## src/common/epsc_pkg.sv

```systemverilog
// epsc_pkg: constants shared by the position / edge-separation counter
// assumes: AXI4-Lite slave with 32-bit data, one clock CLK at 100 MHz
package epsc_pkg;
	// ----------------------------------------
	// register byte offsets
	// ----------------------------------------
	localparam logic [7:0] EPSC_CTRL_OFF = 8'h00;
	localparam logic [7:0] EPSC_RELOAD_OFF = 8'h04;
	localparam logic [7:0] EPSC_COUNT_OFF = 8'h08;
	localparam logic [7:0] EPSC_STATUS_OFF = 8'h0C;
	localparam logic [7:0] EPSC_RESULT_OFF = 8'h10;
	// ----------------------------------------
	// control field positions
	// ----------------------------------------
	localparam int EPSC_ARM_BIT = 0;
	localparam int EPSC_MEAS_LSB = 1;
	localparam int EPSC_DEC_LSB = 4;
	localparam int EPSC_ZPH_LSB = 6;
	localparam int EPSC_ZEN_BIT = 8;
	localparam int EPSC_GPOL_BIT = 9;
	localparam int EPSC_APOL_BIT = 10;
	localparam int EPSC_SPOL_BIT = 11;
	localparam int EPSC_OVCLR_BIT = 12;
	localparam logic [31:0] EPSC_CTRL_RST = 32'h0000_0000;
	localparam logic [31:0] EPSC_RELOAD_RST = 32'h0000_0000;
	// ----------------------------------------
	// modes
	// ----------------------------------------
	typedef enum logic [2:0]
	{
		EPSC_M_POS_SINGLE = 3'h0,
		EPSC_M_POS_SAMPLED = 3'h1,
		EPSC_M_SEP_SINGLE = 3'h2,
		EPSC_M_SEP_IMPLICIT = 3'h3,
		EPSC_M_SEP_SAMPLED = 3'h4,
		EPSC_M_SEP_HARDWARE_TIMED_SINGLE_POINT = 3'h5
	} epsc_mode_t;
	typedef enum logic [1:0]
	{
		EPSC_D_SINGLE = 2'h0,
		EPSC_D_DOUBLE = 2'h1,
		EPSC_D_QUAD = 2'h2,
		EPSC_D_TWO_PULSE = 2'h3
	} epsc_dec_t;
	typedef enum logic [1:0]
	{
		EPSC_S_IDLE = 2'h0,
		EPSC_S_WAIT_AUX = 2'h1,
		EPSC_S_COUNT = 2'h2,
		EPSC_S_DONE = 2'h3
	} epsc_sep_t;
	localparam int EPSC_SYNC_STAGES = 2;
endpackage

```

## src/logic/epsc_sync.sv

```systemverilog
// epsc_sync: two-flop synchroniser with edge outputs taken after the second stage
// assumes: input is asynchronous to CLK
`timescale 1ns/1ps
`default_nettype none
module epsc_sync
	import epsc_pkg::*;
(
	input wire logic CLK,
	input wire logic RESETN,
	input wire logic d,
	output logic q,
	output logic rise,
	output logic fall
);
	logic meta;
	logic stable;
	logic prev;
	// ----------------------------------------
	// two flops, then edge history
	// ----------------------------------------
	always_ff @(posedge CLK or negedge RESETN)
	begin
		if (!RESETN)
		begin
			meta <= 1'b0;
			stable <= 1'b0;
			prev <= 1'b0;
		end
		else
		begin
			meta <= d;
			stable <= meta;
			prev <= stable;
		end
	end
	assign q = stable;
	assign rise = stable & ~prev;
	assign fall = ~stable & prev;
endmodule // epsc_sync
`default_nettype wire

```

## src/logic/epsc_quad.sv

```systemverilog
// epsc_quad: turns synchronised A/B levels and edges into count steps
// assumes: inputs already synchronised to CLK
`timescale 1ns/1ps
`default_nettype none
module epsc_quad
	import epsc_pkg::*;
(
	input wire logic a,
	input wire logic b,
	input wire logic a_rise,
	input wire logic a_fall,
	input wire logic b_rise,
	input wire logic b_fall,
	input wire epsc_dec_t dec,
	output logic up,
	output logic down
);
	// direction from which channel moved relative to the other's level
	wire a_edge = a_rise | a_fall;
	wire b_edge = b_rise | b_fall;
	wire a_fwd = (a_rise & ~b) | (a_fall & b); // a leads b
	wire b_fwd = (b_rise & a) | (b_fall & ~a);
	wire x1_up = a_rise & ~b;
	wire x1_dn = a_fall & ~b;
	wire x2_up = a_fwd;
	wire x2_dn = a_edge & ~a_fwd;
	wire x4_up = a_fwd | b_fwd;
	wire x4_dn = (a_edge & ~a_fwd) | (b_edge & ~b_fwd);
	// select step by decoding mode
	assign up = (dec == EPSC_D_SINGLE) ? x1_up :
		(dec == EPSC_D_DOUBLE) ? x2_up :
		(dec == EPSC_D_QUAD) ? (x4_up & ~x4_dn) :
		(a_rise & ~b_rise);
	assign down = (dec == EPSC_D_SINGLE) ? x1_dn :
		(dec == EPSC_D_DOUBLE) ? x2_dn :
		(dec == EPSC_D_QUAD) ? (x4_dn & ~x4_up) :
		(b_rise & ~a_rise);
endmodule // epsc_quad
`default_nettype wire

```

## src/logic/epsc_top.sv

```systemverilog
// epsc_top: encoder position and two-signal edge-separation counter
// assumes: AXI4-Lite master on CLK; pins asynchronous; DMA drains the result stream
//
// How it works
// - single-edge: up on A rise with B low, down on A fall with B low
// - double-edge: count both A edges, direction by phase lead
// - quad-edge: count every A and B edge, direction by phase lead
// - index high in selected phase loads the reload value (not in two-pulse decoding)
// - reload phase selectable among the four A/B level pairs
// - a coincident step is applied first, then the reload
// - reload completes within one clock of the phase becoming true
// - after reload counting carries on from the reloaded value
// - two-pulse: up on an A rise, down on a B rise; coincident A and B rises cancel
// - sampled position captures count on selectable gate edge
// - sample edges never clear the count; values cumulative since arm
// - captured samples leave as a valid/ready stream to DMA
// - armed, an aux edge starts source counting; later aux edges ignored
// - a gate edge stops counting and stores the count
// - aux and gate active edges each selectable rising or falling
// - counted source edge selectable rising or falling
// - single separation stores one count then ignores all inputs
// - implicit: next gate edge after a result returns to waiting for an aux edge
// - sampled and single-point separation store on a sample clock edge
// - single-point flags overrun if aux and gate not both seen
`timescale 1ns/1ps
`default_nettype none
module epsc_top
	import epsc_pkg::*;
#(
	parameter int CNT_W = 32
)
(
	input wire logic CLK,
	input wire logic RESETN,
	input wire logic [7:0] AWADDR,
	input wire logic AWVALID,
	output logic AWREADY,
	input wire logic [31:0] WDATA,
	input wire logic [3:0] WSTRB,
	input wire logic WVALID,
	output logic WREADY,
	output logic [1:0] BRESP,
	output logic BVALID,
	input wire logic BREADY,
	input wire logic [7:0] ARADDR,
	input wire logic ARVALID,
	output logic ARREADY,
	output logic [31:0] RDATA,
	output logic [1:0] RRESP,
	output logic RVALID,
	input wire logic RREADY,
	input wire logic ENC_A,
	input wire logic ENC_B,
	input wire logic ENC_INDEX,
	input wire logic GATE,
	input wire logic AUX,
	input wire logic SOURCE,
	output logic [CNT_W-1:0] SAMPLE_DATA,
	output logic SAMPLE_VALID,
	input wire logic SAMPLE_READY
);
	if (CNT_W < 1 || CNT_W > 32)
	begin : g_bad_width
		$error("CNT_W must be 1..32");
	end
	// ----------------------------------------
	// input synchronisers
	// ----------------------------------------
	logic [5:0] pin_raw;
	logic [5:0] pin_q;
	logic [5:0] pin_rise;
	logic [5:0] pin_fall;
	assign pin_raw = {SOURCE, AUX, GATE, ENC_INDEX, ENC_B, ENC_A};
	genvar gi;
	generate
		for (gi = 0; gi < 6; gi++)
		begin : g_sync
			epsc_sync u_sync
			(
				.CLK(CLK),
				.RESETN(RESETN),
				.d(pin_raw[gi]),
				.q(pin_q[gi]),
				.rise(pin_rise[gi]),
				.fall(pin_fall[gi])
			);
		end
	endgenerate
	// ----------------------------------------
	// registers
	// ----------------------------------------
	logic [31:0] ctrl;
	logic [31:0] reload;
	logic [CNT_W-1:0] count;
	logic [CNT_W-1:0] result;
	logic result_full;
	logic overrun;
	epsc_sep_t sep_state;
	wire armed = ctrl[EPSC_ARM_BIT];
	wire epsc_mode_t mode = epsc_mode_t'(ctrl[EPSC_MEAS_LSB +: 3]);
	wire epsc_dec_t dec = epsc_dec_t'(ctrl[EPSC_DEC_LSB +: 2]);
	wire [1:0] z_phase = ctrl[EPSC_ZPH_LSB +: 2];
	wire z_en = ctrl[EPSC_ZEN_BIT];
	// edges with configurable polarity
	wire gate_act = ctrl[EPSC_GPOL_BIT] ? pin_fall[3] : pin_rise[3];
	wire aux_act = ctrl[EPSC_APOL_BIT] ? pin_fall[4] : pin_rise[4];
	wire src_act = ctrl[EPSC_SPOL_BIT] ? pin_fall[5] : pin_rise[5];
	wire pos_mode = (mode == EPSC_M_POS_SINGLE) || (mode == EPSC_M_POS_SAMPLED);
	wire sclk_mode = (mode == EPSC_M_SEP_SAMPLED) || (mode == EPSC_M_SEP_HARDWARE_TIMED_SINGLE_POINT);
	// ----------------------------------------
	// AXI4-Lite write path
	// ----------------------------------------
	logic aw_held;
	logic w_held;
	logic [7:0] aw_addr;
	logic [31:0] w_data;
	logic [3:0] w_strb;
	assign AWREADY = ~aw_held & ~BVALID;
	assign WREADY = ~w_held & ~BVALID;
	wire wr_go = aw_held & w_held & ~BVALID;
	wire wr_ctrl = wr_go && aw_addr == EPSC_CTRL_OFF;
	wire wr_reload = wr_go && aw_addr == EPSC_RELOAD_OFF;
	wire wr_known = wr_ctrl | wr_reload | (wr_go && aw_addr == EPSC_STATUS_OFF);
	wire ov_clear = wr_ctrl && w_strb[1] && w_data[EPSC_OVCLR_BIT];
	wire arm_rise = wr_ctrl && w_strb[0] && w_data[EPSC_ARM_BIT] && !armed;
	function automatic logic [31:0] merge(input logic [31:0] o, input logic [31:0] n, input logic [3:0] s);
		logic [31:0] r;
		r = o;
		for (int i = 0; i < 4; i++)
			if (s[i]) r[i*8 +: 8] = n[i*8 +: 8];
		return r;
	endfunction
	always_ff @(posedge CLK or negedge RESETN)
	begin
		if (!RESETN)
		begin
			aw_held <= 1'b0;
			w_held <= 1'b0;
			aw_addr <= 8'h00;
			w_data <= 32'h0000_0000;
			w_strb <= 4'h0;
			BVALID <= 1'b0;
			BRESP <= 2'h0;
			ctrl <= EPSC_CTRL_RST;
			reload <= EPSC_RELOAD_RST;
		end
		else
		begin
			if (AWVALID && AWREADY)
			begin
				aw_held <= 1'b1;
				aw_addr <= AWADDR;
			end
			if (WVALID && WREADY)
			begin
				w_held <= 1'b1;
				w_data <= WDATA;
				w_strb <= WSTRB;
			end
			if (wr_go)
			begin
				aw_held <= 1'b0;
				w_held <= 1'b0;
				BVALID <= 1'b1;
				BRESP <= wr_known ? 2'h0 : 2'h2;
			end
			else if (BREADY)
				BVALID <= 1'b0;
			if (wr_ctrl)
				ctrl <= merge(ctrl, w_data, w_strb) & ~(32'h1 << EPSC_OVCLR_BIT);
			if (wr_reload)
				reload <= merge(reload, w_data, w_strb);
		end
	end
	// ----------------------------------------
	// AXI4-Lite read path
	// ----------------------------------------
	wire [31:0] status_word = {28'h0, overrun, result_full, sep_state};
	wire [31:0] rd_mux = (ARADDR == EPSC_CTRL_OFF) ? ctrl :
		(ARADDR == EPSC_RELOAD_OFF) ? reload :
		(ARADDR == EPSC_COUNT_OFF) ? 32'(count) :
		(ARADDR == EPSC_STATUS_OFF) ? status_word :
		(ARADDR == EPSC_RESULT_OFF) ? 32'(result) : 32'h0000_0000;
	wire rd_known = (ARADDR == EPSC_CTRL_OFF) || (ARADDR == EPSC_RELOAD_OFF) || (ARADDR == EPSC_COUNT_OFF) ||
		(ARADDR == EPSC_STATUS_OFF) || (ARADDR == EPSC_RESULT_OFF);
	wire rd_take = ARVALID && ARREADY;
	wire rd_result = rd_take && ARADDR == EPSC_RESULT_OFF;
	assign ARREADY = ~RVALID;
	always_ff @(posedge CLK or negedge RESETN)
	begin
		if (!RESETN)
		begin
			RVALID <= 1'b0;
			RDATA <= 32'h0000_0000;
			RRESP <= 2'h0;
		end
		else if (rd_take)
		begin
			RVALID <= 1'b1;
			RDATA <= rd_mux;
			RRESP <= rd_known ? 2'h0 : 2'h2;
		end
		else if (RREADY)
			RVALID <= 1'b0;
	end
	// ----------------------------------------
	// position step and index reload
	// ----------------------------------------
	logic step_up;
	logic step_dn;
	epsc_quad u_quad
	(
		.a(pin_q[0]),
		.b(pin_q[1]),
		.a_rise(pin_rise[0]),
		.a_fall(pin_fall[0]),
		.b_rise(pin_rise[1]),
		.b_fall(pin_fall[1]),
		.dec(dec),
		.up(step_up),
		.down(step_dn)
	);
	// level-sensitive: same cycle the phase and index are seen
	wire z_load = pos_mode && z_en && dec != EPSC_D_TWO_PULSE && pin_q[2] &&
		{pin_q[1], pin_q[0]} == z_phase;
	wire [CNT_W-1:0] stepped = step_up ? count + 1'b1 : step_dn ? count - 1'b1 : count;
	// ----------------------------------------
	// edge-separation sequencing
	// ----------------------------------------
	wire sample_edge = gate_act && (mode == EPSC_M_POS_SAMPLED || sclk_mode);
	wire push = SAMPLE_VALID && SAMPLE_READY;
	logic aux_seen;
	logic gate_seen;
	epsc_sep_t next_sep;
	always_comb
	begin
		next_sep = sep_state;
		case (sep_state)
			EPSC_S_IDLE:
				next_sep = (!pos_mode && armed) ? EPSC_S_WAIT_AUX : EPSC_S_IDLE;
			EPSC_S_WAIT_AUX:
				if (aux_act) next_sep = EPSC_S_COUNT;
			EPSC_S_COUNT:
				if (gate_act && !sclk_mode) next_sep = EPSC_S_DONE;
				else if (gate_act) next_sep = EPSC_S_WAIT_AUX;
			EPSC_S_DONE:
				if (mode == EPSC_M_SEP_IMPLICIT && gate_act) next_sep = EPSC_S_WAIT_AUX;
			default:
				next_sep = EPSC_S_IDLE;
		endcase
		if (!armed || pos_mode)
			next_sep = EPSC_S_IDLE;
	end
	// ----------------------------------------
	// counter, result and stream
	// ----------------------------------------
	always_ff @(posedge CLK or negedge RESETN)
	begin
		if (!RESETN)
		begin
			count <= '0;
			sep_state <= EPSC_S_IDLE;
			result <= '0;
			result_full <= 1'b0;
			SAMPLE_VALID <= 1'b0;
			SAMPLE_DATA <= '0;
			overrun <= 1'b0;
			aux_seen <= 1'b0;
			gate_seen <= 1'b0;
		end
		else
		begin
			sep_state <= next_sep;
			if (push)
				SAMPLE_VALID <= 1'b0;
			// clear before the store below so a coincident store wins
			if (rd_result || arm_rise)
				result_full <= 1'b0;
			if (arm_rise)
				count <= '0;
			else if (armed && pos_mode)
				count <= z_load ? reload[CNT_W-1:0] : stepped;
			else if (armed && sep_state == EPSC_S_COUNT && !(gate_act && !sclk_mode) && src_act)
				count <= count + 1'b1;
			else if (armed && sep_state == EPSC_S_WAIT_AUX && aux_act)
				count <= '0;
			// position sample on gate edge, count untouched
			if (armed && mode == EPSC_M_POS_SAMPLED && sample_edge)
			begin
				SAMPLE_DATA <= count;
				SAMPLE_VALID <= 1'b1;
			end
			// separation interval ends
			if (sep_state == EPSC_S_COUNT && gate_act && !sclk_mode)
			begin
				result <= count;
				result_full <= 1'b1;
				if (mode == EPSC_M_SEP_IMPLICIT)
				begin
					SAMPLE_DATA <= count;
					SAMPLE_VALID <= 1'b1;
				end
			end
			// a fresh arm forgets edges seen before it
			if (arm_rise)
			begin
				aux_seen <= 1'b0;
				gate_seen <= 1'b0;
			end
			// sample-clocked separation store and overrun check; this gate edge is also the stop
			if (armed && sclk_mode && sample_edge)
			begin
				SAMPLE_DATA <= count;
				SAMPLE_VALID <= 1'b1;
				result <= count;
				if (mode == EPSC_M_SEP_HARDWARE_TIMED_SINGLE_POINT && !(aux_seen && (gate_seen || sep_state == EPSC_S_COUNT)))
					overrun <= 1'b1;
				else if (ov_clear)
					overrun <= 1'b0;
				aux_seen <= 1'b0;
				gate_seen <= 1'b0;
			end
			else
			begin
				if (aux_act) aux_seen <= 1'b1;
				if (gate_act && sep_state == EPSC_S_COUNT) gate_seen <= 1'b1;
				if (ov_clear) overrun <= 1'b0;
			end
		end
	end
endmodule // epsc_top
`default_nettype wire

```

## config.mk

```make
export PLATFORM = sky130hd
export DESIGN_NAME = epsc_top
export DESIGN_NICKNAME = d
export VERILOG_FILES = /design/src/common/epsc_pkg.sv /design/src/logic/epsc_sync.sv /design/src/logic/epsc_quad.sv /design/src/logic/epsc_top.sv
export SDC_FILE = /design/constraint.sdc
export NUM_CORES = 1
export LEC_CHECK = 0
export BUFFER_PORTS_ARGS = -buffer_cell sky130_fd_sc_hd__buf_4
export CORE_UTILIZATION = 59
export CTS_CLUSTER_SIZE = 12
export DETAILED_ROUTE_END_ITERATION = 7
export GPL_ROUTABILITY_DRIVEN = 0
export PLACE_DENSITY_LB_ADDON = 0.25
export SLEW_MARGIN = 20
export SYNTH_ARGS = -nofsm -noshare
export SYNTH_HDL_FRONTEND = slang
export SYNTH_SLANG_ARGS = --single-unit
```

## constraint.sdc

```tcl
create_clock -name CLK -period 3.4 [get_ports CLK]
set_clock_uncertainty 0.15 [all_clocks]
set_input_delay 0.85 -clock CLK [delete_from_list [all_inputs] [get_ports CLK]]
set_output_delay 0.85 -clock CLK [all_outputs]
set_load 0.01 [all_outputs]
```

==> results.py <==
metrics = {
    "sta": {
        "hold_viol_final": 0,
        "worst_slack_ps": 249.8,
        "fin_crit_ps": 3150,
        "setup_tns_ps": 0,
        "min_period_over_period_pct": 92.65,
        "slew-limit-headroom_pct": 34.42,
        "slew_viol_final": 0,
        "fmax_ghz": 0.3174,
        "finalSetupViolations": 0,
        "tightestPinTransition_ps": 980.0,
        "rsz0062_at_grt": "false",
    },
    "logic_synthesis": {
        "synthAdderAreaFrac_pct": 0.6611,
        "syn_area_sq_mm": 0.01325,
        "synthFlopType": "dfrtp_1",
        "synth_compound_area_share_pct": 14.25,
        "yosysWarnings": 0,
        "syn_avg_cell_area_sq_um": 10.62,
        "synth_simple_gate_area_share_pct": 13.75,
        "synth-async-reset-ratio_pct": 100.0,
        "synth.distinct_cells": 72,
        "synthCells": 1247,
        "synth_mux_area_share_pct": 15.72,
        "synth-xor-area-share_pct": 2.049,
        "ys_seq_area_share_pct": 50.05,
        "synth_top_family_by_area": "multiplexers",
        "ys_ff_latch": 265,
        "synth_edf_count": 0,
    },
    "setup_path": {
        "reg2reg_depth": 9,
        "cp-end-kind": "flop",
        "reg2reg_from": "count[0]",
        "r2r_setup_slack_ps": 250,
        "arrival_ps": 3460,
        "worstPathRequired_ps": 3710,
        "cp_cell_sequence": "inv_1 -> ha_1 -> nor4b_1 -> nand4_1 -> nor3_1 -> xnor2_1 -> o22ai_1 -> a221o_1 -> o21ai_0",
        "reg2reg_to": "count[22]",
        "start_kind": "flop",
        "max_stage_delay_ps": 510,
        "crit_path_top_delay_cell": "dfrtp_1",
        "crit_type": "flop to flop",
        "path_max_fanout": 9,
    },
    "detailed_routing": {
        "drc": 7,
        "wirelength_mm": 36.98,
        "vias_per_cell": 6.691,
        "wl_per_cell_microns": 22.29,
        "first_iter_violations": 1420,
        "num_vias": 11100,
        "dr.pass1.iters": 8,
        "ant_nets": 0,
    },
    "final_layout": {
        "final_cell_mix": "dfrtp_1 (265), mux2_2 (177), buf_4 (173)",
        "diodes": 0,
        "final_common_cell": "dfrtp_1",
        "area_delta_synth_final_pct": 17.16,
        "drive_gt1_share_pct": 30.02,
        "nNetsFinal": 1435,
        "fill_cells": 1601,
    },
    "clock_tree": {
        "clkSinkCount": 265,
        "clock_latency_ps": 550,
        "cts_resized": 0,
        "cts_hold_buf": 0,
        "post_cts_buffers": 0,
        "path_clk_slew_ps": 70,
        "clockBufferDepth": 3,
        "htree_levels": 1,
        "cts_buffers": 28,
        "tritoncts": "yes",
        "cts-root-buf": "clkbuf_16",
    },
    "hold_path": {
        "hp-class": "primary input to async pin",
    },
    "place": {
        "place_ws_ps": 353.1,
        "hpwl_mm": 25.85,
        "io_buffers": 137,
    },
    "global_routing": {
        "grt_max_degree": 76,
        "grt_pass1_wl_mm": 59.24,
        "grt_usage_pct": 32.05,
        "grt_pass1_vias": 10704,
        "antenna_found_initial": 0,
        "grt_overflow_total": 0,
    },
    "die": {
        "num_rows": 54,
        "core_sq_mm": 0.02189,
        "start_util_pct": 60.52,
        "die_area_sq_mm": 0.02306,
        "io_pins": 140,
        "die_h_microns": 151.9,
        "die_width_microns": 151.9,
    },
    "pwr": {
        "power.density_mw_per_mm2": 570.3,
        "p_leak_nw": 7.173,
        "worst_ir_drop_vdd_uv": 574.9,
    },
    "outcome": {
        "outcome": "complete, but fails checks",
        "violations": "design-rule violations",
    },
    "flow_run": {
        "cap_violations": 0,
    },
}
[cell type report]
cell class / count / area [sq um] / area share, %
clock buffers: 41 / 790.8 / 5.094
clock inverters: 6 / 105.1 / 0.6771
inverters: 20 / 75.07 / 0.4836
multi-input cells: 869 / 6176 / 39.79
flip-flops and latches: 265 / 6631 / 42.72
well taps: 280 / 350.3 / 2.257
repair buffers: 178 / 1394 / 8.980
[critical path: cells and delay by family, from the launching register on]
kind	cells	cell delay [ps]
simple gates	3	1150
flops	1	510
compound gates	3	490
fa+ha+maj	1	320
buf+inv	1	250
xor+xnor	1	160
[stage by stage]
| stage | utilization, % | cell area, sq um | hold slack (ps) | std cells | total power, mW |
|---|---|---|---|---|---|
| after detailed placement | 66.79 | 14620 | 184.7 | 1612 | 5.793 |
| after global placement | 66.79 | 14620 | 182.5 | 1612 | 5.717 |
| final | 70.91 | 15520 | 121.5 | 1659 | 8.853 |
| after floorplan | - | 13250 | 181.2 | 1248 | 5.136 |
| after CTS | 70.88 | 15520 | 146.2 | 1659 | 8.835 |
| after global routing | 70.91 | 15520 | 169.8 | 1659 | 9.200 |
[registers in the layout, indices dropped and copies added (netlist names), 4 cells and up]
| register | flops |
|---|---|
| g_sync.u_sync.meta | 6 |
| g_sync.u_sync.q | 6 |
| result | 32 |
| count | 32 |
| w_strb | 4 |
| g_sync.u_sync.prev | 5 |
| SAMPLE_DATA | 32 |
| RDATA | 32 |
| ctrl | 31 |
| reload | 32 |
| aw_addr | 8 |
| w_data | 32 |
[report_power, final]
group / switching, mW / leakage, nW / total, mW / internal (mW)
Clock: 1.23 / 0.438 / 3.05 / 1.82
Combinational: 0.967 / 3.19 / 1.83 / 0.860
Sequential: 0.414 / 3.54 / 3.98 / 3.57
[metal layers]
layer / GRT usage [%] / vias up / part of all wire (%)
met4: 11.38 / 0 / 3.1
met5: 0 / - / 0
met1: 47.28 / 5419 / 41
met2: 45.91 / 753 / 43
li1: - / 4822 / -
met3: 8.129 / 106 / 13
[worst max path at each step]
stage	from	endpoint	cells past startpoint
after floorplan	ARADDR[0]	RDATA[3]	9
after global placement	ARADDR[0]	RDATA[5]	9
after detailed placement	g_sync[1].u_sync.q	count[27]	9
after CTS	g_sync[1].u_sync.q	count[27]	9
after global routing	count[0]	count[26]	9
final	count[0]	count[22]	9
[cells by family after synthesis]
group                    Yosys count
AO/OA/AOI/OAI                    278
AND/OR/NAND/NOR                  365
adder cells (fa/ha/maj)            7
multiplexers                     186
XOR/XNOR                          31
flip-flops                       265
buffers and inverters            114
other                              1
[Yosys cell counts, drive strengths merged, types with 6 or more instances]
cell	instances	area share, %
xor2	11	0.73
o31ai	9	0.51
o211ai	7	0.40
a211oi	10	0.57
or2	7	0.33
nand4	22	1.0
and3	6	0.28
nand3	31	1.2
and2	12	0.59
clkbuf	77	2.2
o21ai	94	3.6
a22o	6	0.40
nor3	29	1.1
ha	7	0.66
a31oi	7	0.33
mux2	177	15
mux2i	9	0.68
a222oi	33	2.5
nor4	13	0.71
nand2	128	3.6
a21o	8	0.45
nor2b	8	0.38
or3	6	0.28
nor2	68	1.9
or4	6	0.40
a21oi	47	1.8
xnor2	20	1.3
dfrtp	265	50
buf	17	0.74
inv	20	0.57
Power figures use the tool's default switching activity.
